File: src/hdl/dutc_pkg.sv
// How it works
// - A 10-bit code is held and drives the converter core input.
// - Software sees a control register plus high and low code registers.
// - Setting the enable bit converts the code held in the data registers, unless a low write still awaits its high write.
// - Control bit 7 selects auto-trigger mode; the select field names the source.
// - Without auto-trigger, writing the high register updates the converter.
// - The 3-bit select field, bits 6:4, picks the load source only in auto-trigger mode; the status level bit follows it in any mode.
// - Select codes 0..7 map to the eight flag inputs in listed order.
// - In auto-trigger mode a rising edge of the source loads the code.
// - Edges are taken from the raw flag, ignoring any interrupt enables.
// - A source that simply stays high never starts another conversion.
// - Rising edges arriving during a conversion are ignored.
// - The held code feeds comparator references and the pin driver.
// - A hidden shadow register loads on high writes in manual mode.
// - A low write alone never reaches the converter; write low then high.
// - Left adjust maps code 9:2 to high, 1:0 to low 7:6.
// - A left adjust change takes effect at the next high write.
package dutc_pkg;
    localparam int CODE_W = 10;
    localparam int TRIG_N = 8;
    localparam int SEL_W  = 3;
    localparam int ADDR_W = 4;

    // ----------------------------------------------------------------
    // Register map
    // ----------------------------------------------------------------
    localparam logic [ADDR_W-1:0] ADDR_CONTROL = 4'h0;
    localparam logic [ADDR_W-1:0] ADDR_HIGH    = 4'h4;
    localparam logic [ADDR_W-1:0] ADDR_LOW     = 4'h8;
    localparam logic [ADDR_W-1:0] ADDR_STATUS  = 4'hc;

    localparam int BIT_ENABLE = 0;
    localparam int BIT_PIN_OE = 1;
    localparam int BIT_LEFT   = 2;
    localparam int BIT_RSVD   = 3;
    localparam int SEL_LSB    = 4;
    localparam int SEL_MSB    = 6;
    localparam int BIT_AUTO   = 7;

    localparam int STAT_BUSY  = 0;
    localparam int STAT_LEVEL = 1;
    localparam int STAT_PAIR  = 2;

    localparam logic [7:0] CONTROL_RESET = 8'h00;
    localparam logic [7:0] CONTROL_WMASK = 8'hf7;
    localparam logic [7:0] BYTE_RESET    = 8'h00;
    localparam logic [CODE_W-1:0] CODE_RESET = 10'h000;
    localparam logic [31:0] WORD_ZERO = 32'h0000_0000;

    localparam logic [1:0] RESP_OKAY   = 2'h0;
    localparam logic [1:0] RESP_SLVERR = 2'h2;

    // Trigger sources in select-field order
    typedef enum logic [SEL_W-1:0] {
        DUTC_TRIG_COMP0,
        DUTC_TRIG_COMP1,
        DUTC_TRIG_EXT0,
        DUTC_TRIG_T0_MATCH,
        DUTC_TRIG_T0_OVF,
        DUTC_TRIG_T1_MATCH_B,
        DUTC_TRIG_T1_OVF,
        DUTC_TRIG_T1_CAPTURE
    } dutc_trig_e;

    function automatic logic [CODE_W-1:0] dutc_map_code(
        input logic [7:0] high,
        input logic [7:0] low,
        input logic       left
    );
        dutc_map_code = left ? {high, low[7:6]} : {high[1:0], low};
    endfunction

    function automatic logic dutc_mapped(input logic [ADDR_W-1:0] addr);
        dutc_mapped = (addr == ADDR_CONTROL) || (addr == ADDR_HIGH) ||
                      (addr == ADDR_LOW) || (addr == ADDR_STATUS);
    endfunction
endpackage

File: src/hdl/dutc_top.sv
// The register addresses and the AXI4-Lite slave port were chosen for this implementation.
module dutc_top #(
    parameter int TRIG_COUNT = dutc_pkg::TRIG_N
) (
    input  wire logic                        clock,
    input  wire logic                        rst,
    input  wire logic [dutc_pkg::ADDR_W-1:0] s_axi_awaddr,
    input  wire logic                        s_axi_awvalid,
    output logic                             s_axi_awready,
    input  wire logic [31:0]                 s_axi_wdata,
    input  wire logic [3:0]                  s_axi_wstrb,
    input  wire logic                        s_axi_wvalid,
    output logic                             s_axi_wready,
    output logic [1:0]                       s_axi_bresp,
    output logic                             s_axi_bvalid,
    input  wire logic                        s_axi_bready,
    input  wire logic [dutc_pkg::ADDR_W-1:0] s_axi_araddr,
    input  wire logic                        s_axi_arvalid,
    output logic                             s_axi_arready,
    output logic [31:0]                      s_axi_rdata,
    output logic [1:0]                       s_axi_rresp,
    output logic                             s_axi_rvalid,
    input  wire logic                        s_axi_rready,
    input  wire logic [TRIG_COUNT-1:0]       trigger_flags,
    output logic [dutc_pkg::CODE_W-1:0]      converter_code,
    output logic                             converter_enable,
    output logic                             pin_output_enable
);
    import dutc_pkg::*;

    // ----------------------------------------------------------------
    // Bus slave state
    // ----------------------------------------------------------------
    logic              aw_have;
    logic              next_aw_have;
    logic [ADDR_W-1:0] aw_addr;
    logic [ADDR_W-1:0] next_aw_addr;
    logic              w_have;
    logic              next_w_have;
    logic [31:0]       w_data;
    logic [31:0]       next_w_data;
    logic [3:0]        w_strb;
    logic [3:0]        next_w_strb;
    logic              next_awready;
    logic              next_wready;
    logic              next_bvalid;
    logic [1:0]        next_bresp;
    logic              next_arready;
    logic              next_rvalid;
    logic [31:0]       next_rdata;
    logic [1:0]        next_rresp;
    logic [31:0]       rd_word;
    logic              wr_go;

    // ----------------------------------------------------------------
    // Converter control state
    // ----------------------------------------------------------------
    logic [7:0]        control;
    logic [7:0]        next_control;
    logic [7:0]        code_high_byte;
    logic [7:0]        next_code_high_byte;
    logic [7:0]        code_low_byte;
    logic [7:0]        next_code_low_byte;
    logic              pair_ready;
    logic              next_pair_ready;
    logic              left_at_high;
    logic              next_left_at_high;
    logic              enable_prev;
    logic              next_enable_prev;
    logic              wr_control;
    logic              wr_high;
    logic              wr_low;
    logic              auto_mode;
    logic              enable_rise;
    logic              manual_load;
    logic              trig_load;
    logic              load;
    logic [CODE_W-1:0] load_code;
    logic              trig_level;
    logic              trig_edge;
    logic              busy;

    if (TRIG_COUNT != TRIG_N) begin : g_check
        $error("eight trigger flags are required");
    end

    // ----------------------------------------------------------------
    // Register bus
    // ----------------------------------------------------------------
    // Address and data are held until both are in, so either order works
    assign wr_go = aw_have && w_have && !s_axi_bvalid;

    always_comb begin
        rd_word = WORD_ZERO;
        case (s_axi_araddr)
            ADDR_CONTROL: rd_word[7:0] = control;
            ADDR_HIGH:    rd_word[7:0] = code_high_byte;
            ADDR_LOW:     rd_word[7:0] = code_low_byte;
            ADDR_STATUS: begin
                rd_word[STAT_BUSY]  = busy;
                rd_word[STAT_LEVEL] = trig_level;
                rd_word[STAT_PAIR]  = pair_ready;
            end
            default:      rd_word = WORD_ZERO;
        endcase
    end

    always_comb begin
        next_aw_have = aw_have;
        next_aw_addr = aw_addr;
        next_w_have  = w_have;
        next_w_data  = w_data;
        next_w_strb  = w_strb;
        next_bvalid  = s_axi_bvalid;
        next_bresp   = s_axi_bresp;
        next_arready = s_axi_arready;
        next_rvalid  = s_axi_rvalid;
        next_rdata   = s_axi_rdata;
        next_rresp   = s_axi_rresp;
        if (s_axi_awvalid && s_axi_awready) begin
            next_aw_have = 1'b1;
            next_aw_addr = s_axi_awaddr;
        end
        if (s_axi_wvalid && s_axi_wready) begin
            next_w_have = 1'b1;
            next_w_data = s_axi_wdata;
            next_w_strb = s_axi_wstrb;
        end
        if (s_axi_bvalid && s_axi_bready) begin
            next_bvalid = 1'b0;
        end
        if (wr_go) begin
            next_aw_have = 1'b0;
            next_w_have  = 1'b0;
            next_bvalid  = 1'b1;
            next_bresp   = dutc_mapped(aw_addr) ? RESP_OKAY : RESP_SLVERR;
        end
        if (s_axi_rvalid && s_axi_rready) begin
            next_rvalid  = 1'b0;
            next_arready = 1'b1;
        end
        if (s_axi_arvalid && s_axi_arready) begin
            next_rvalid  = 1'b1;
            next_arready = 1'b0;
            next_rdata   = rd_word;
            next_rresp   = dutc_mapped(s_axi_araddr) ? RESP_OKAY : RESP_SLVERR;
        end
        next_awready = !next_aw_have;
        next_wready  = !next_w_have;
    end

    always_ff @(posedge clock or posedge rst) begin
        if (rst) begin
            aw_have       <= 1'b0;
            aw_addr       <= ADDR_CONTROL;
            w_have        <= 1'b0;
            w_data        <= WORD_ZERO;
            w_strb        <= 4'h0;
            s_axi_awready <= 1'b1;
            s_axi_wready  <= 1'b1;
            s_axi_bvalid  <= 1'b0;
            s_axi_bresp   <= RESP_OKAY;
            s_axi_arready <= 1'b1;
            s_axi_rvalid  <= 1'b0;
            s_axi_rdata   <= WORD_ZERO;
            s_axi_rresp   <= RESP_OKAY;
        end else begin
            aw_have       <= next_aw_have;
            aw_addr       <= next_aw_addr;
            w_have        <= next_w_have;
            w_data        <= next_w_data;
            w_strb        <= next_w_strb;
            s_axi_awready <= next_awready;
            s_axi_wready  <= next_wready;
            s_axi_bvalid  <= next_bvalid;
            s_axi_bresp   <= next_bresp;
            s_axi_arready <= next_arready;
            s_axi_rvalid  <= next_rvalid;
            s_axi_rdata   <= next_rdata;
            s_axi_rresp   <= next_rresp;
        end
    end

    // ----------------------------------------------------------------
    // Control and code registers
    // ----------------------------------------------------------------
    always_comb begin
        wr_control  = wr_go && w_strb[0] && (aw_addr == ADDR_CONTROL);
        wr_high     = wr_go && w_strb[0] && (aw_addr == ADDR_HIGH);
        wr_low      = wr_go && w_strb[0] && (aw_addr == ADDR_LOW);
        auto_mode   = control[BIT_AUTO];
        enable_rise = control[BIT_ENABLE] && !enable_prev;
        manual_load = wr_high && !auto_mode;
        // Select field only reaches the load while auto mode is on
        trig_load   = auto_mode && trig_edge && !busy && pair_ready;
        load        = manual_load || trig_load || (enable_rise && pair_ready);
        if (manual_load) begin
            load_code = dutc_map_code(w_data[7:0], code_low_byte,
                                      control[BIT_LEFT]);
        end else begin
            load_code = dutc_map_code(code_high_byte, code_low_byte,
                                      left_at_high);
        end
    end

    always_comb begin
        next_control        = control;
        next_code_high_byte = code_high_byte;
        next_code_low_byte  = code_low_byte;
        next_pair_ready     = pair_ready;
        next_left_at_high   = left_at_high;
        next_enable_prev    = control[BIT_ENABLE];
        if (wr_control) begin
            next_control = w_data[7:0] & CONTROL_WMASK;
        end
        if (wr_low) begin
            next_code_low_byte = w_data[7:0];
            next_pair_ready    = 1'b0;
        end
        if (wr_high) begin
            next_code_high_byte = w_data[7:0];
            next_pair_ready     = 1'b1;
            next_left_at_high   = control[BIT_LEFT];
        end
    end

    always_ff @(posedge clock or posedge rst) begin
        if (rst) begin
            control        <= CONTROL_RESET;
            code_high_byte <= BYTE_RESET;
            code_low_byte  <= BYTE_RESET;
            pair_ready     <= 1'b1;
            left_at_high   <= 1'b0;
            enable_prev    <= 1'b0;
        end else begin
            control        <= next_control;
            code_high_byte <= next_code_high_byte;
            code_low_byte  <= next_code_low_byte;
            pair_ready     <= next_pair_ready;
            left_at_high   <= next_left_at_high;
            enable_prev    <= next_enable_prev;
        end
    end

    assign converter_enable  = control[BIT_ENABLE];
    assign pin_output_enable = control[BIT_PIN_OE];

    // ----------------------------------------------------------------
    // Trigger and shadow
    // ----------------------------------------------------------------
    dutc_trigger_detect #(
        .TRIG_COUNT     (TRIG_COUNT)
    ) u_trigger (
        .clock          (clock),
        .rst            (rst),
        .trigger_flags  (trigger_flags),
        .trigger_select (control[SEL_MSB:SEL_LSB]),
        .trig_level     (trig_level),
        .trig_edge      (trig_edge)
    );

    // One code drives both comparator references and the pin driver
    dutc_shadow #(
        .CODE_WIDTH (CODE_W)
    ) u_shadow (
        .clock      (clock),
        .rst        (rst),
        .load       (load),
        .load_code  (load_code),
        .code       (converter_code),
        .busy       (busy)
    );
endmodule // dutc_top

File: src/hdl/dutc_trigger_detect.sv
module dutc_trigger_detect #(
    parameter int TRIG_COUNT = dutc_pkg::TRIG_N
) (
    input  wire logic                       clock,
    input  wire logic                       rst,
    input  wire logic [TRIG_COUNT-1:0]      trigger_flags,
    input  wire logic [dutc_pkg::SEL_W-1:0] trigger_select,
    output logic                            trig_level,
    output logic                            trig_edge
);
    import dutc_pkg::*;

    logic prev_level;
    logic next_prev_level;

    if (TRIG_COUNT != (1 << SEL_W)) begin : g_check
        $error("trigger count must match the select field");
    end

    always_comb begin
        trig_level      = trigger_flags[trigger_select];
        trig_edge       = trig_level && !prev_level;
        next_prev_level = trig_level;
    end

    always_ff @(posedge clock or posedge rst) begin
        if (rst) begin
            prev_level <= 1'b0;
        end else begin
            prev_level <= next_prev_level;
        end
    end
endmodule // dutc_trigger_detect

File: src/hdl/dutc_shadow.sv
module dutc_shadow #(
    parameter int CODE_WIDTH = dutc_pkg::CODE_W
) (
    input  wire logic                  clock,
    input  wire logic                  rst,
    input  wire logic                  load,
    input  wire logic [CODE_WIDTH-1:0] load_code,
    output logic      [CODE_WIDTH-1:0] code,
    output logic                       busy
);
    import dutc_pkg::*;

    logic [CODE_WIDTH-1:0] next_code;
    logic                  next_busy;

    if (CODE_WIDTH != CODE_W) begin : g_check
        $error("code width must be 10");
    end

    always_comb begin
        next_code = load ? load_code : code;
        next_busy = load;
    end

    always_ff @(posedge clock or posedge rst) begin
        if (rst) begin
            code <= CODE_RESET;
            busy <= 1'b0;
        end else begin
            code <= next_code;
            busy <= next_busy;
        end
    end
endmodule // dutc_shadow

File: config.mk
export PLATFORM = sky130hd
export DESIGN_NAME = dutc_top
export DESIGN_NICKNAME = d
export VERILOG_FILES = /design/src/hdl/dutc_pkg.sv /design/src/hdl/dutc_top.sv /design/src/hdl/dutc_trigger_detect.sv /design/src/hdl/dutc_shadow.sv
export SDC_FILE = /design/constraint.sdc
export NUM_CORES = 1
export LEC_CHECK = 0
export ABC_CLOCK_PERIOD_IN_PS = 3400
export BUFFER_PORTS_ARGS = -buffer_cell sky130_fd_sc_hd__buf_4
export CAP_MARGIN = 10
export CORE_MARGIN = 4
export CORE_UTILIZATION = 38
export CTS_CLUSTER_DIAMETER = 80
export DETAILED_ROUTE_END_ITERATION = 10
export PLACE_DENSITY_LB_ADDON = 0.3
export SLEW_MARGIN = 20
export SYNTH_ARGS = -nofsm -noshare
export SYNTH_HDL_FRONTEND = slang
export SYNTH_SLANG_ARGS = --single-unit
File: constraint.sdc
create_clock -name clock -period 3.4 [get_ports clock]
set_input_delay 0.34 -clock clock [delete_from_list [all_inputs] [get_ports clock]]
set_output_delay 0.34 -clock clock [all_outputs]
set_load 0.005 [all_outputs]
; Yosys cells after proc, flatten, opt, wreduce, memory -nomap -nowiden
; Index checks and enable logic that the tools add are counted.
[totals]
reg_bits = 70
word_cells = 88
input_bits = 59
out_inout_bits = 53
[classes]
magnitude_cmp = 1
reduce_logical = 38
n_eq_ne = 6
muxes = 21
[op_table]
columns = cell, n
row1 = two-way mux 10 bit, 3
row2 = logical AND 1 bit, 18
row3 = == test 4 bit (second input constant), 4
row4 = one-hot mux 5 bit (3 select lines), 1
row5 = two-way mux 1 bit, 13
row6 = one-hot mux 3 bit (4 select lines), 1
row7 = == test 4 x 3 -> 1 bit (second input constant), 2
row8 = logical NOT 4 bit, 2
row9 = logical OR 1 bit, 8
row10 = logical NOT 1 bit, 7
row11 = nonzero test 2 bit, 3
row12 = less-than comparator 3 x 4 -> 1 bit (second input constant), 1
row13 = two-way mux 2 bit, 2
row14 = binary-select mux 1 bit (select 3 bit), 1

; Depth between registers and ports, before layout
; Gate-level depths: netlist of run 1.
[depth]
depth_word = 8
mapped_depth = 7
depth_no_buf = 5

; By module
; From an unflattened synthesis of run 1, not the netlist that was laid out.
[hier_totals]
hier_cells = 264
area_unflattened_um2 = 3432.0
[by_module_without_submodules]
columns = mod, cells_each, seq_area_each_um2, instances, area_each_um2
row1 = dutc_top, 231, 1406.3, 1, 2885.3
row2 = dutc_shadow, 23, 275.3, 1, 440.4
row3 = dutc_trigger_detect, 10, 25.0, 1, 106.4

; Worst setup path before layout of run 1
; No wires, ideal clock.
[synth_timing]
path_type = register to register
startpoint = register s_axi_bvalid
endpoint = register control[0]
stages_incl_launch_ff = 6
synth_period_minus_slack_ns = 1.524
t_required_ns = 3.275
t_arrival_ns = 1.400
setup_time_ns = 0.125
setup_slack_ns = 1.876
path_buffers = 1
cell_sequence = dfrtp_1 -> and3b_1 -> buf_4 -> nand2_1 -> nor3_4 -> mux2_2
[synth_via]
elab_chain_cells = 4
[synth_lines]
columns = element, line
row1 = start: declaration, dutc_top.sv:15  ; output logic s_axi_bvalid,
row2 = start signal: assignment, dutc_top.sv:175  ; s_axi_bvalid <= next_bvalid;
row3 = logical NOT 1 bit, dutc_top.sv:91  ; assign wr_go = aw_have && w_have && !s_axi_bvalid;
row4 = logical AND 1 bit, dutc_top.sv:91
row5 = logical AND 1 bit (2 in a row), dutc_top.sv:188  ; wr_control = wr_go && w_strb[0] && (aw_addr == ADDR_CONTROL);
row6 = end signal: assignment, dutc_top.sv:236  ; control <= next_control;
row7 = end: declaration, dutc_top.sv:58  ; logic [7:0] control;
; Every way passes these cells.
; A chain may end at the register's enable or synchronous reset.

; Final worst setup path of run 1
[layout_timing]
startpoint = register s_axi_bvalid
endpoint = register u_shadow.code[9]
[layout_via]
elab_chain_cells = 7
word_cells_on_any_way = 8
cone_classes = mux (1) / reduce/logical (7)
[layout_lines]
columns = element, line
row1 = logical NOT 1 bit *, dutc_top.sv:91
row2 = logical AND 1 bit *, dutc_top.sv:91
row3 = logical AND 1 bit * (2 in a row), dutc_top.sv:189  ; wr_high = wr_go && w_strb[0] && (aw_addr == ADDR_HIGH);
row4 = logical AND 1 bit *, dutc_top.sv:193  ; manual_load = wr_high && !auto_mode;
row5 = logical OR 1 bit (2 in a row), dutc_top.sv:196  ; load = manual_load || trig_load || (enable_rise && pair_ready);
row6 = end signal: assignment, dutc_shadow.sv:30  ; code <= next_code;
row7 = end: declaration, dutc_shadow.sv:8  ; output logic [CODE_WIDTH-1:0] code,
; Every way passes the cells marked *; elsewhere a longest branch is shown, timed or not.

==> results of run 1 <==
registers in the layout, indices dropped and copies added, names as in the netlist, 4 cells and up:
name / flops
u_shadow.code: 10
code_high_byte: 8
code_low_byte: 8
control: 7
aw_addr: 4
w_data: 8
s_axi_rdata: 8
layer usage:
layer,part of all wire,up-vias,track usage,routed length (um)
li1,-,1095,-,-
met1,0.43,1110,0.183,3070
met2,0.49,64,0.223,3490
met3,0.064,9,0.0467,451
met4,0.011,0,0.0478,80
met5,0,-,0,0
path summary, 6_finish.rpt:
check                      cells after the start  slack (ps)          start          endpoint
max                                            4        1340   s_axi_bvalid  u_shadow.code[9]
max reg2reg                                    4        1340   s_axi_bvalid  u_shadow.code[9]
max in group asynchronous                      3        2600            rst    s_axi_rresp[1]
min in group asynchronous                      3         250            rst  u_shadow.code[7]
min reg2reg                                    0         460     control[0]       enable_prev
min                                            2         160  s_axi_arvalid     s_axi_arready
cells in the mapped netlist, types with 2 or more instances:
| master | count | area, sq um |
|---|---|---|
| nand3b_1 | 3 | 22.5 |
| clkbuf_1 | 5 | 18.8 |
| nand2_1 | 17 | 63.8 |
| buf_4 | 27 | 203 |
| a21oi_1 | 3 | 15.0 |
| nand3_1 | 2 | 10.0 |
| mux2_2 | 38 | 428 |
| buf_6 | 3 | 33.8 |
| nand4b_2 | 2 | 30.0 |
| nor2b_1 | 2 | 12.5 |
| nor2_1 | 15 | 56.3 |
| a22o_1 | 7 | 61.3 |
| o21ai_0 | 16 | 80.1 |
| mux4_2 | 2 | 45.0 |
| o22a_1 | 10 | 87.6 |
| dfstp_2 | 4 | 105 |
| mux2i_1 | 28 | 280 |
| buf_2 | 4 | 20.0 |
| a31oi_1 | 10 | 62.6 |
| inv_1 | 7 | 26.3 |
| o21ai_1 | 3 | 15.0 |
| dfrtp_1 | 64 | 1600 |
metrics by stage:
step / power, mW / utilization / hold slack, ps
floorplan: 2.10 / - / 398
global placement: 2.44 / 0.435 / 441
detailed placement: 2.47 / 0.435 / 454
CTS: 3.29 / 0.463 / 142
global route: 3.47 / 0.463 / 136
finish: 3.25 / 0.463 / 158
power groups by stage:
stage,Combinational [mW],Sequential [mW],Clock (mW)
after global placement,0.907,1.53,0
after detailed placement,0.928,1.54,0
after CTS,0.930,1.53,0.839
after floorplan,0.702,1.40,0
after global routing,1.02,1.58,0.874
final,0.913,1.52,0.814
worst reg2reg max path, cell delays in order (launching register included):
cell      delay [ps]
dfrtp_1          410
and3b_1          340
nand4b_2         390
nor2_1           590
o21ai_0          190
cell families (layout without fill, tap and decap cells):
logic type	Yosys count	after routing	synth area share
AND/OR/NAND/NOR	50	50	0.0818
flip-flops	68	68	0.498
AO/OA/AOI/OAI	52	52	0.103
buffers and inverters	47	82	0.0920
multiplexers	69	69	0.224
other	1	26	0.00109
cell type report:
| cell class | instances | area share |
|---|---|---|
| sequential | 68 | 0.420 |
| multi-input combinational | 197 | 0.369 |
| timing repair buffer | 59 | 0.109 |
| clock buffer | 10 | 0.0339 |
| tap | 108 | 0.0333 |
| clock inverter | 6 | 0.0274 |
| inverter | 7 | 0.00647 |
==> metrics.md, run 1 <==
| Metric | Value |
|---|---|
| Max incr delay on CP | 590 ps |
| CTS clk-pin slew, worst paths | ~70 ps |
| Comb pwr share | 0.281 |
| Root Buffer | clkbuf_8 |
| Max Fclk | 0.486 GHz |
| H-tree levels | 3 |
| Drt wl/cell | 15.6 um |
| Period utilisation layout | 0.605 |
| TritonCTS buffer count | 9 |
| Ratio of cells with drive above 1 in the final layout | 0.372 |
| First-pass GRT wire length | 11300 um |
| PwrDens | about 800 nW/um^2 |
| LEAKAGE | 1.85 nW |
| Yosys warnings | 0 |
| Area added between synthesis and finish | 18.4% |
| Clock Skew | 6.72 ps |
| IO buf count | 58 |
| Least-Margin Pin Slew | 847 ps |
| Post_cts resized | 0 |
| WP data arrival | 2260 ps |
| Antenna Cells | 0 |
| Dpl cell area | 3810 sq um |
| Hold Fails Final Rpt | 0 |
| Vias per cell | between 5 and 6 |
| Post-route insts no fill | 455 |
| Slew Viols, Final | 0 |
| I/O pin count | roughly 110 |
| 1st-iter DRT viols | 79 |
| Crit-path max FO | 12 |
| Worst path top cell family by delay | simple AND/OR/NAND/NOR gates |
| Detailed placement HPWL | 5170 um |
| Minimum clock period | 2060 ps |
| Most common cell after layout, fill and taps aside | dfrtp_1 |
| Final setup TNS | 0 ps |
| Power Internal | 2.22 mW |
| Post-Place Setup Slack | between 1000 and 1500 ps |
| Die area | between 10000 and 15000 sq um |
| CP cell instances | and3b_1, nand4b_2, nor2_1, o21ai_0 |
| CTS Hold Bufs | 0 |
| Buf/Inv on CP | 0 |
| Switching Fraction | 0.318 |
| Most frequent cells in the layout | dfrtp_1, buf_4, mux2_2 |
| Largest net degree at the start of global routing | 69 |
| CP max stage cell | nor2_1 |
| #FFs+latches synth | 68 |
| Multi-input logic area | 1500 sq um |
| FFs w/ async S/R, synth | 1.00 |
| Seq/Total Area, Yosys | 0.498 |
| Die height | just over 100 um |
| Fillers | approximately 800 |
| Clock power share | 0.250 |
| Switching power | 1.03 mW |
| # nets final | 401 |
| Die extent in x | roughly 100 um |
| DR DRC count | 0 |
| Cell area after synthesis | 3430 sq um |
| CP endpoint kind | flip-flop |
| Worst vdd ir | 0.346 mV |
| CP Launch Type | flip-flop |
| Worst min-delay path class | input pin to flip-flop |
| # setup viols final | 0 |
| Rel. slew slack | 0.436 |
| Final instance area | 4060 sq um |
| Via count | 2278 |
| CTS tree | yes |
| Clk sinks | 68 |
| Placed instance count | around 440 |
| Postcts setup bufs | 0 |
| RSZ-0062 raised after global routing | false |
| FF/Latch Area | 1710 sq um |
| Final worst slack | 1340 ps |
| Synthesized instance count | 287 |
| Core Box Area | 8760 sq um |
| Clock Tree Buf Depth | 2 |
| Total grt overflow | 0 |
| Drt first pass iters | 4 |
| Initial Util | 0.391 |
| Row cnt | 34 |
| All-Layer GR Usage | 0.141 |
| Mapped Avg Cell Area | approximately 12 sq um |
| Max-cap violations | 0 |
| Critical Path RT | 3600 ps |
| Initial antenna violation count | 0 |
| Crit Path Category | flip-flop to flip-flop |
| Status | finished clean |
| Flop pwr share | 0.468 |
| Final WL | 7090 um |
| Ys flop type | dfrtp_1 |
| Placer Congestion | 0.825 |
| Worst skew pair latency | 350 ps |
| Post-synth EDFFs | 0 |
| Routed Antenna Nets | 0 |
| Post-synth cell types | 37 |
| Vias in the first global route | 2232 |
Power figures use the tool's default switching activity.
==> run 2, diff against run 1 <==
--- a/config.mk
+++ b/config.mk
@@ -5,7 +5,8 @@
 export SDC_FILE = /design/constraint.sdc
 export NUM_CORES = 1
 export LEC_CHECK = 0
-export ABC_CLOCK_PERIOD_IN_PS = 3400
+export ABC_AREA = 1
+export ABC_CLOCK_PERIOD_IN_PS = 1800
 export BUFFER_PORTS_ARGS = -buffer_cell sky130_fd_sc_hd__buf_4
 export CAP_MARGIN = 10
 export CORE_MARGIN = 4
==> constraint.sdc (replaced) <==
create_clock -name clock -period 1.8 [get_ports clock]
set_input_delay 0.18 -clock clock [delete_from_list [all_inputs] [get_ports clock]]
set_output_delay 0.18 -clock clock [all_outputs]
set_load 0.005 [all_outputs]
==> run 2 against run 1 <==
  * Critical path depth is 5 higher
  * Flip-flop and latch count did not move
  * First-iteration DRC count up 100%
  * Worst hold slack worse by 130 ps
  * Via count rose by 20%
  * Sequential power rose by 68%
  * Core utilization grew 0.45 points
  * Register-to-register slack worse by 1200 ps
  * Area after synthesis is 1.9% lower
  * Critical endpoint is now u_shadow.code[7]
  * Largest cell class unchanged
==> metrics.md, run 2 <==
| Metric | Value |
|---|---|
| Detailed placement HPWL | 5840 um |
| Post-synth top cells | nand2_1, o21ai_0, dfrtp_1 |
| Clk sinks | 68 |
| Most frequent cells in the layout | nand2_1, o21ai_0, buf_4 |
| Root Buffer | clkbuf_8 |
| TritonCTS buffer count | 9 |
| Clock Tree Buf Depth | 2 |
| Clock power share | 0.212 |
| Core Box Area | about 8700 sq um |
| PwrDens | 1320 nW/um^2 |
| Vias per cell | 4.61 |
| IO buf count | 58 |
| Comb pwr share | 0.313 |
| Initial antenna violation count | 0 |
| Total Power | 5.37 mW |
| Post-Place Setup Slack | 155 ps |
| Largest net degree at the start of global routing | 34 |
| # setup viols final | 0 |
| Ys flop type | dfrtp_1 |
| Slew Viols, Final | 0 |
| Power Internal | 3.40 mW |
| Minimum clock period | ~1600 ps |
| CP Launch Type | flip-flop |
| Placed instance count | 576 |
| Area added between synthesis and finish | 20.7% |
| Post-synth cell types | 28 |
| Max FFs per register | 10 |
| Cell area after synthesis | 3360 sq um |
| Crit-path max FO | 11 |
| Clock Skew | 10.8 ps |
| Row cnt | 34 |
| Die area | approximately 10000 sq um |
| Top sig layer | met4 |
| Mapped Avg Cell Area | 8.07 sq um |
| Post-route insts no fill | 595 |
| Area leader, netlist | dfrtp_1 |
| First-pass GRT wire length | 13200 um |
| Wl on met1 | 3620 um |
| Switching Fraction | 0.367 |
| Seq/Total Area, Yosys | 0.507 |
| 1st-iter DRT viols | ~160 |
| Routed Antenna Nets | 0 |
| Final instance area | 4060 sq um |
| Period utilisation layout | 0.897 |
| DR WL met3 | 521 um |
| Via count | 2743 |
| All-Layer GR Usage | 0.163 |
| FFs w/ async S/R, synth | 1.00 |
| Yosys warnings | 0 |
| Worst skew pair latency | 350 ps |
| Post-synth EDFFs | 0 |
| Dpl cell area | 3850 sq um |
| Worst min-delay path class | input pin to flip-flop |
| Initial Util | 0.388 |
| Yosys top cell area share | 0.476 |
| Total grt overflow | 0 |
| Final core occ | 0.468 |
| I/O pin count | 112 |
| Hold_ws | roughly 30 ps |
| Final setup TNS | 0 ps |
| Crit Path Category | flip-flop to flip-flop |
| Critical Path RT | roughly 2100 ps |
| Drt wl/cell | 13.0 um |
| Most common cell after layout, fill and taps aside | nand2_1 |
| Ratio of cells with drive above 1 in the final layout | 0.195 |
| Final worst slack | 185 ps |
| Worst vdd ir | between 0.7 and 0.8 mV |
| WP data arrival | ~1900 ps |
| LEAKAGE | 2.06 nW |
| # nets final | 541 |
| Largest register by flop count | u_shadow.code |
| Vias in the first global route | 2669 |
| Hold Fails Final Rpt | 0 |
| Antenna Cells | 0 |
| CP endpoint kind | flip-flop |
| Placer Congestion | 0.867 |
| Most frequent cell after synthesis | nand2_1 |
| Flop pwr share | 0.475 |
| Synth top area cells | dfrtp_1, nand2_1, o21ai_0 |
| Status | finished clean |
| Max Fclk | 0.619 GHz |
| Metal2 WL | 3540 um |
| Die height | between 100 and 150 um |
| #FFs+latches synth | just under 70 |
| CTS clk-pin slew, worst paths | 80 ps |
| RSZ-0062 raised after global routing | false |
| DR DRC count | 0 |
| Synthesized instance count | 417 |
| Switching power | about 2.0 mW |
| Final WL | 7720 um |
| Die extent in x | 102 um |
| H-tree levels | 3 |
| Max-cap violations | 0 |
| CTS tree | yes |
| Drt first pass iters | 4 |
run 2: worst paths after layout:
kind	cells after the start	end	slack [ps]	from
max	9	u_shadow.code[7]	190	s_axi_bvalid
min	3	w_data[6]	30	s_axi_wdata[6]
max reg2reg	9	u_shadow.code[7]	190	s_axi_bvalid
min reg2reg	2	aw_addr[1]	480	aw_addr[1]
max in group asynchronous	4	pair_ready	790	rst
min in group asynchronous	3	control[6]	370	rst
run 2: power groups by stage:
| stage | Clock (mW) | Sequential, mW | Combinational (mW) |
|---|---|---|---|
| 2_1_floorplan | 0 | 2.44 | 1.08 |
| 3_3_place_gp | 0 | 2.56 | 1.66 |
| 3_5_place_dp | 0 | 2.58 | 1.69 |
| 4_1_cts | 1.18 | 2.55 | 1.71 |
| 5_1_grt | 1.25 | 2.64 | 1.98 |
| 6_report | 1.14 | 2.55 | 1.68 |
run 2: what timing repair did:
item / in CTS / in global routing
buffers inserted: 0 / 0
hold buffers: 2 / 1
endpoints found under the setup margin: 0 / 10
gates resized for setup: 0 / 2
endpoints found under the hold margin: 14 / 1
run 2: worst max-delay path, cell delays in order (launching register included):
cell	delay, ps
dfrtp_1	390
inv_1	80
nand3_2	110
nor2_1	200
nand2_2	150
nor2_8	130
inv_2	110
nand3_2	200
nand2_1	110
nand2_1	70
run 2: routing by layer:
metal,vias up,track usage
met5,-,0
met4,0,0.0394
met3,5,0.0526
met2,84,0.245
met1,1240,0.229
li1,1414,-
run 2: layout make-up:
class	instances	area, sq um
tap	108	135
clock buffer	11	141
inverter	47	180
clock inverter	5	37.5
fill	876	4620
multi-input combinational	286	1300
timing repair buffer	70	558
sequential	68	1710
run 2: kinds of logic after synthesis:
logic type | count (synthesis) | synth area share
mux | 1 | 0.00298
flops | 68 | 0.507
other cells | 1 | 0.00112
simple gates | 173 | 0.224
buf+inv | 88 | 0.135
compound gates | 86 | 0.129
==> run 3, diff against run 2 <==
--- a/config.mk
+++ b/config.mk
@@ -13,7 +13,7 @@
 export CORE_UTILIZATION = 38
 export CTS_CLUSTER_DIAMETER = 80
 export DETAILED_ROUTE_END_ITERATION = 10
-export PLACE_DENSITY_LB_ADDON = 0.3
+export PLACE_DENSITY = 0.65
 export SLEW_MARGIN = 20
 export SYNTH_ARGS = -nofsm -noshare
 export SYNTH_HDL_FRONTEND = slang
==> run 3 against run 2 <==
  * Die area is the same
  * Sequential share of layout area decreased by 0.61 points
  * Combinational power barely moved
  * First-iteration DRC count shrank 13%
  * Critical path type unchanged
  * Register-to-register slack got worse by 40 ps
  * Highest routed layer unchanged
  * Global-route usage is 0.21 points higher
==> metrics.md, run 3 (synthesized netlist as in run 2, its figures left out) <==
| Metric | Value |
|---|---|
| Clock power share | 0.248 |
| Slew Viols, Final | 0 |
| Worst vdd ir | roughly 0.76 mV |
| Multi-input logic area | 1320 sq um |
| Critical path startpoint | aw_addr[1] |
| IO buf count | 58 |
| Max-cap violations | 0 |
| R2r setup slk | around 150 ps |
| Routed Antenna Nets | 0 |
| Hold Fails Final Rpt | 0 |
| Vias in the first global route | 2645 |
| Buf/Inv on CP | 1 |
| Initial Util | 0.388 |
| Clock Tree Buf Depth | 2 |
| Detailed placement HPWL | just under 6000 um |
| Clk sinks | 68 |
| RSZ-0062 raised after global routing | false |
| Vias per cell | 4.68 |
| Drt first pass iters | 4 |
| Switching Fraction | 0.353 |
| Crit Path Category | flip-flop to flip-flop |
| CTS clk-pin slew, worst paths | 80 ps |
| CP max stage cell | dfrtp_1 |
| Core Box Area | 8680 sq um |
| CP endpoint kind | flip-flop |
| CP cell instances | or2_1, nor3_2, nand2_2, nor2_8, buf_12, nand2_1, o21ai_0, nand2_1, nand2_1 |
| WP data arrival | 1940 ps |
| Crit-path max FO | 8 |
| Worst Hold Path Cells | 3 |
| Largest register by flop count | u_shadow.code |
| Placer Congestion | between 0.8 and 0.9 |
| Most common cell after layout, fill and taps aside | nand2_1 |
| Critical Path RT | ~2100 ps |
| All-Layer GR Usage | 0.165 |
| Worst min-delay path class | input pin to flip-flop |
| Most used cell, CP | nand2_1 |
| DR DRC count | 0 |
| LEAKAGE | slightly above 2 nW |
| Final WL | ~7900 um |
| Drt wl/cell | 13.3 um |
| Hold Path End | aw_addr[1] |
| Worst skew pair latency | approximately 350 ps |
| Most frequent cells in the layout | nand2_1, o21ai_0, buf_4 |
| 1st-iter DRT viols | 139 |
| Row cnt | 34 |
| Clock Skew | 9.79 ps |
| Die area | between 10000 and 15000 sq um |
| TritonCTS buffer count | 9 |
| Least-Margin Pin Slew | around 600 ps |
| Power Internal | 3.67 mW |
| Ratio of cells with drive above 1 in the final layout | 0.199 |
| Minimum clock period | 1650 ps |
| Largest net degree at the start of global routing | 69 |
| Final setup TNS | 0 ps |
| Hold_ws | 20.3 ps |
| Die extent in x | 102 um |
| Die height | 102 um |
| Via count | ~2.8k |
| CTS tree | yes |
| Max Fclk | 0.606 GHz |
| FF/Latch Area | 1710 sq um |
| Final core occ | 0.474 |
| Max incr delay on CP | 380 ps |
| Max FFs per register | 10 |
| Fillers | 853 |
| # setup viols final | 0 |
| H-tree levels | 3 |
| Area added between synthesis and finish | 22.4% |
| PwrDens | 1380 nW/um^2 |
| Total grt overflow | 0 |
| RR Startpoint | aw_addr[1] |
| Reg2Reg Depth | 9 |
| Switching power | 2.00 mW |
| I/O pin count | 112 |
| Worst hold start | s_axi_awaddr[1] |
| Root Buffer | clkbuf_8 |
| Worst path top cell family by delay | simple AND/OR/NAND/NOR gates |
| Flop pwr share | 0.452 |
| CP Launch Type | flip-flop |
| Status | finished clean |
| RR Endpoint | u_shadow.code[9] |
| Rel. slew slack | 0.597 |
| Initial antenna violation count | 0 |
| Total Power | 5.68 mW |
| # nets final | approximately 540 |
| First-pass GRT wire length | 13400 um |
| Antenna Cells | 0 |
| Period utilisation layout | 0.917 |
| Comb pwr share | 0.300 |
-- run 3: power groups by stage --
stage / Clock, mW / Combinational [mW] / Sequential (mW)
finish: 1.41 / 1.70 / 2.56
global route: 1.52 / 1.99 / 2.66
CTS: 1.44 / 1.72 / 2.57
detailed placement: 0 / 1.70 / 2.59
global placement: 0 / 1.66 / 2.55
floorplan: 0 / 1.08 / 2.44
-- run 3: through the flow --
| stage | std cells | worst slack, ps | area [sq um] |
|---|---|---|---|
| 5_1_grt | 595 | 1.75 | 4120 |
| 3_3_place_gp | 574 | 43.5 | 3820 |
| 3_5_place_dp | 574 | -2.80 | 3820 |
| 4_1_cts | 593 | 7.06 | 4080 |
| 2_1_floorplan | 442 | 346 | 3460 |
| 6_report | 595 | 149 | 4120 |
-- run 3: worst reg2reg max path, stage by stage, from the launching register on --
cell and delay, ps:
dfrtp_1 380, or2_1 260, nor3_2 130, nand2_2 170, nor2_8 170, buf_12 130, nand2_1 50, o21ai_0 130
nand2_1 100, nand2_1 70
-- run 3: metal layers --
metal | global-route usage | routed length, um
met1 | 0.232 | 3730
met2 | 0.251 | 3610
met3 | 0.0505 | 507
met4 | 0.0373 | 77
met5 | 0 | 0
-- run 3: worst max-delay path by stage --
stage / to / slack [ps] / depth (start not counted)
after floorplan: u_shadow.code[0] / 350 / 10
after global placement: u_shadow.code[5] / 40 / 9
after detailed placement: u_shadow.code[3] / -3 / 9
after CTS: u_shadow.code[3] / 7 / 9
after global routing: u_shadow.code[9] / 2 / 9
final: u_shadow.code[9] / 150 / 9
-- run 3: what timing repair did --
| action | in CTS | in global routing |
|---|---|---|
| endpoints found under the hold margin | 65 | 0 |
| setup endpoints to repair | 10 | 11 |
| gates resized for setup | 1 | 2 |
| buffers inserted | 0 | 2 |
| hold buffers | 2 | 0 |
| cloned | 1 | 0 |
| pin swaps | 1 | 1 |
-- run 3: final cells by class --
type                    count  area share
well taps                 108      0.0328
clock buffers              10      0.0334
multi-input cells         287       0.321
inverters                  47      0.0438
clock inverters             6      0.0213
flip-flops and latches     68       0.415
repair buffers             69       0.133
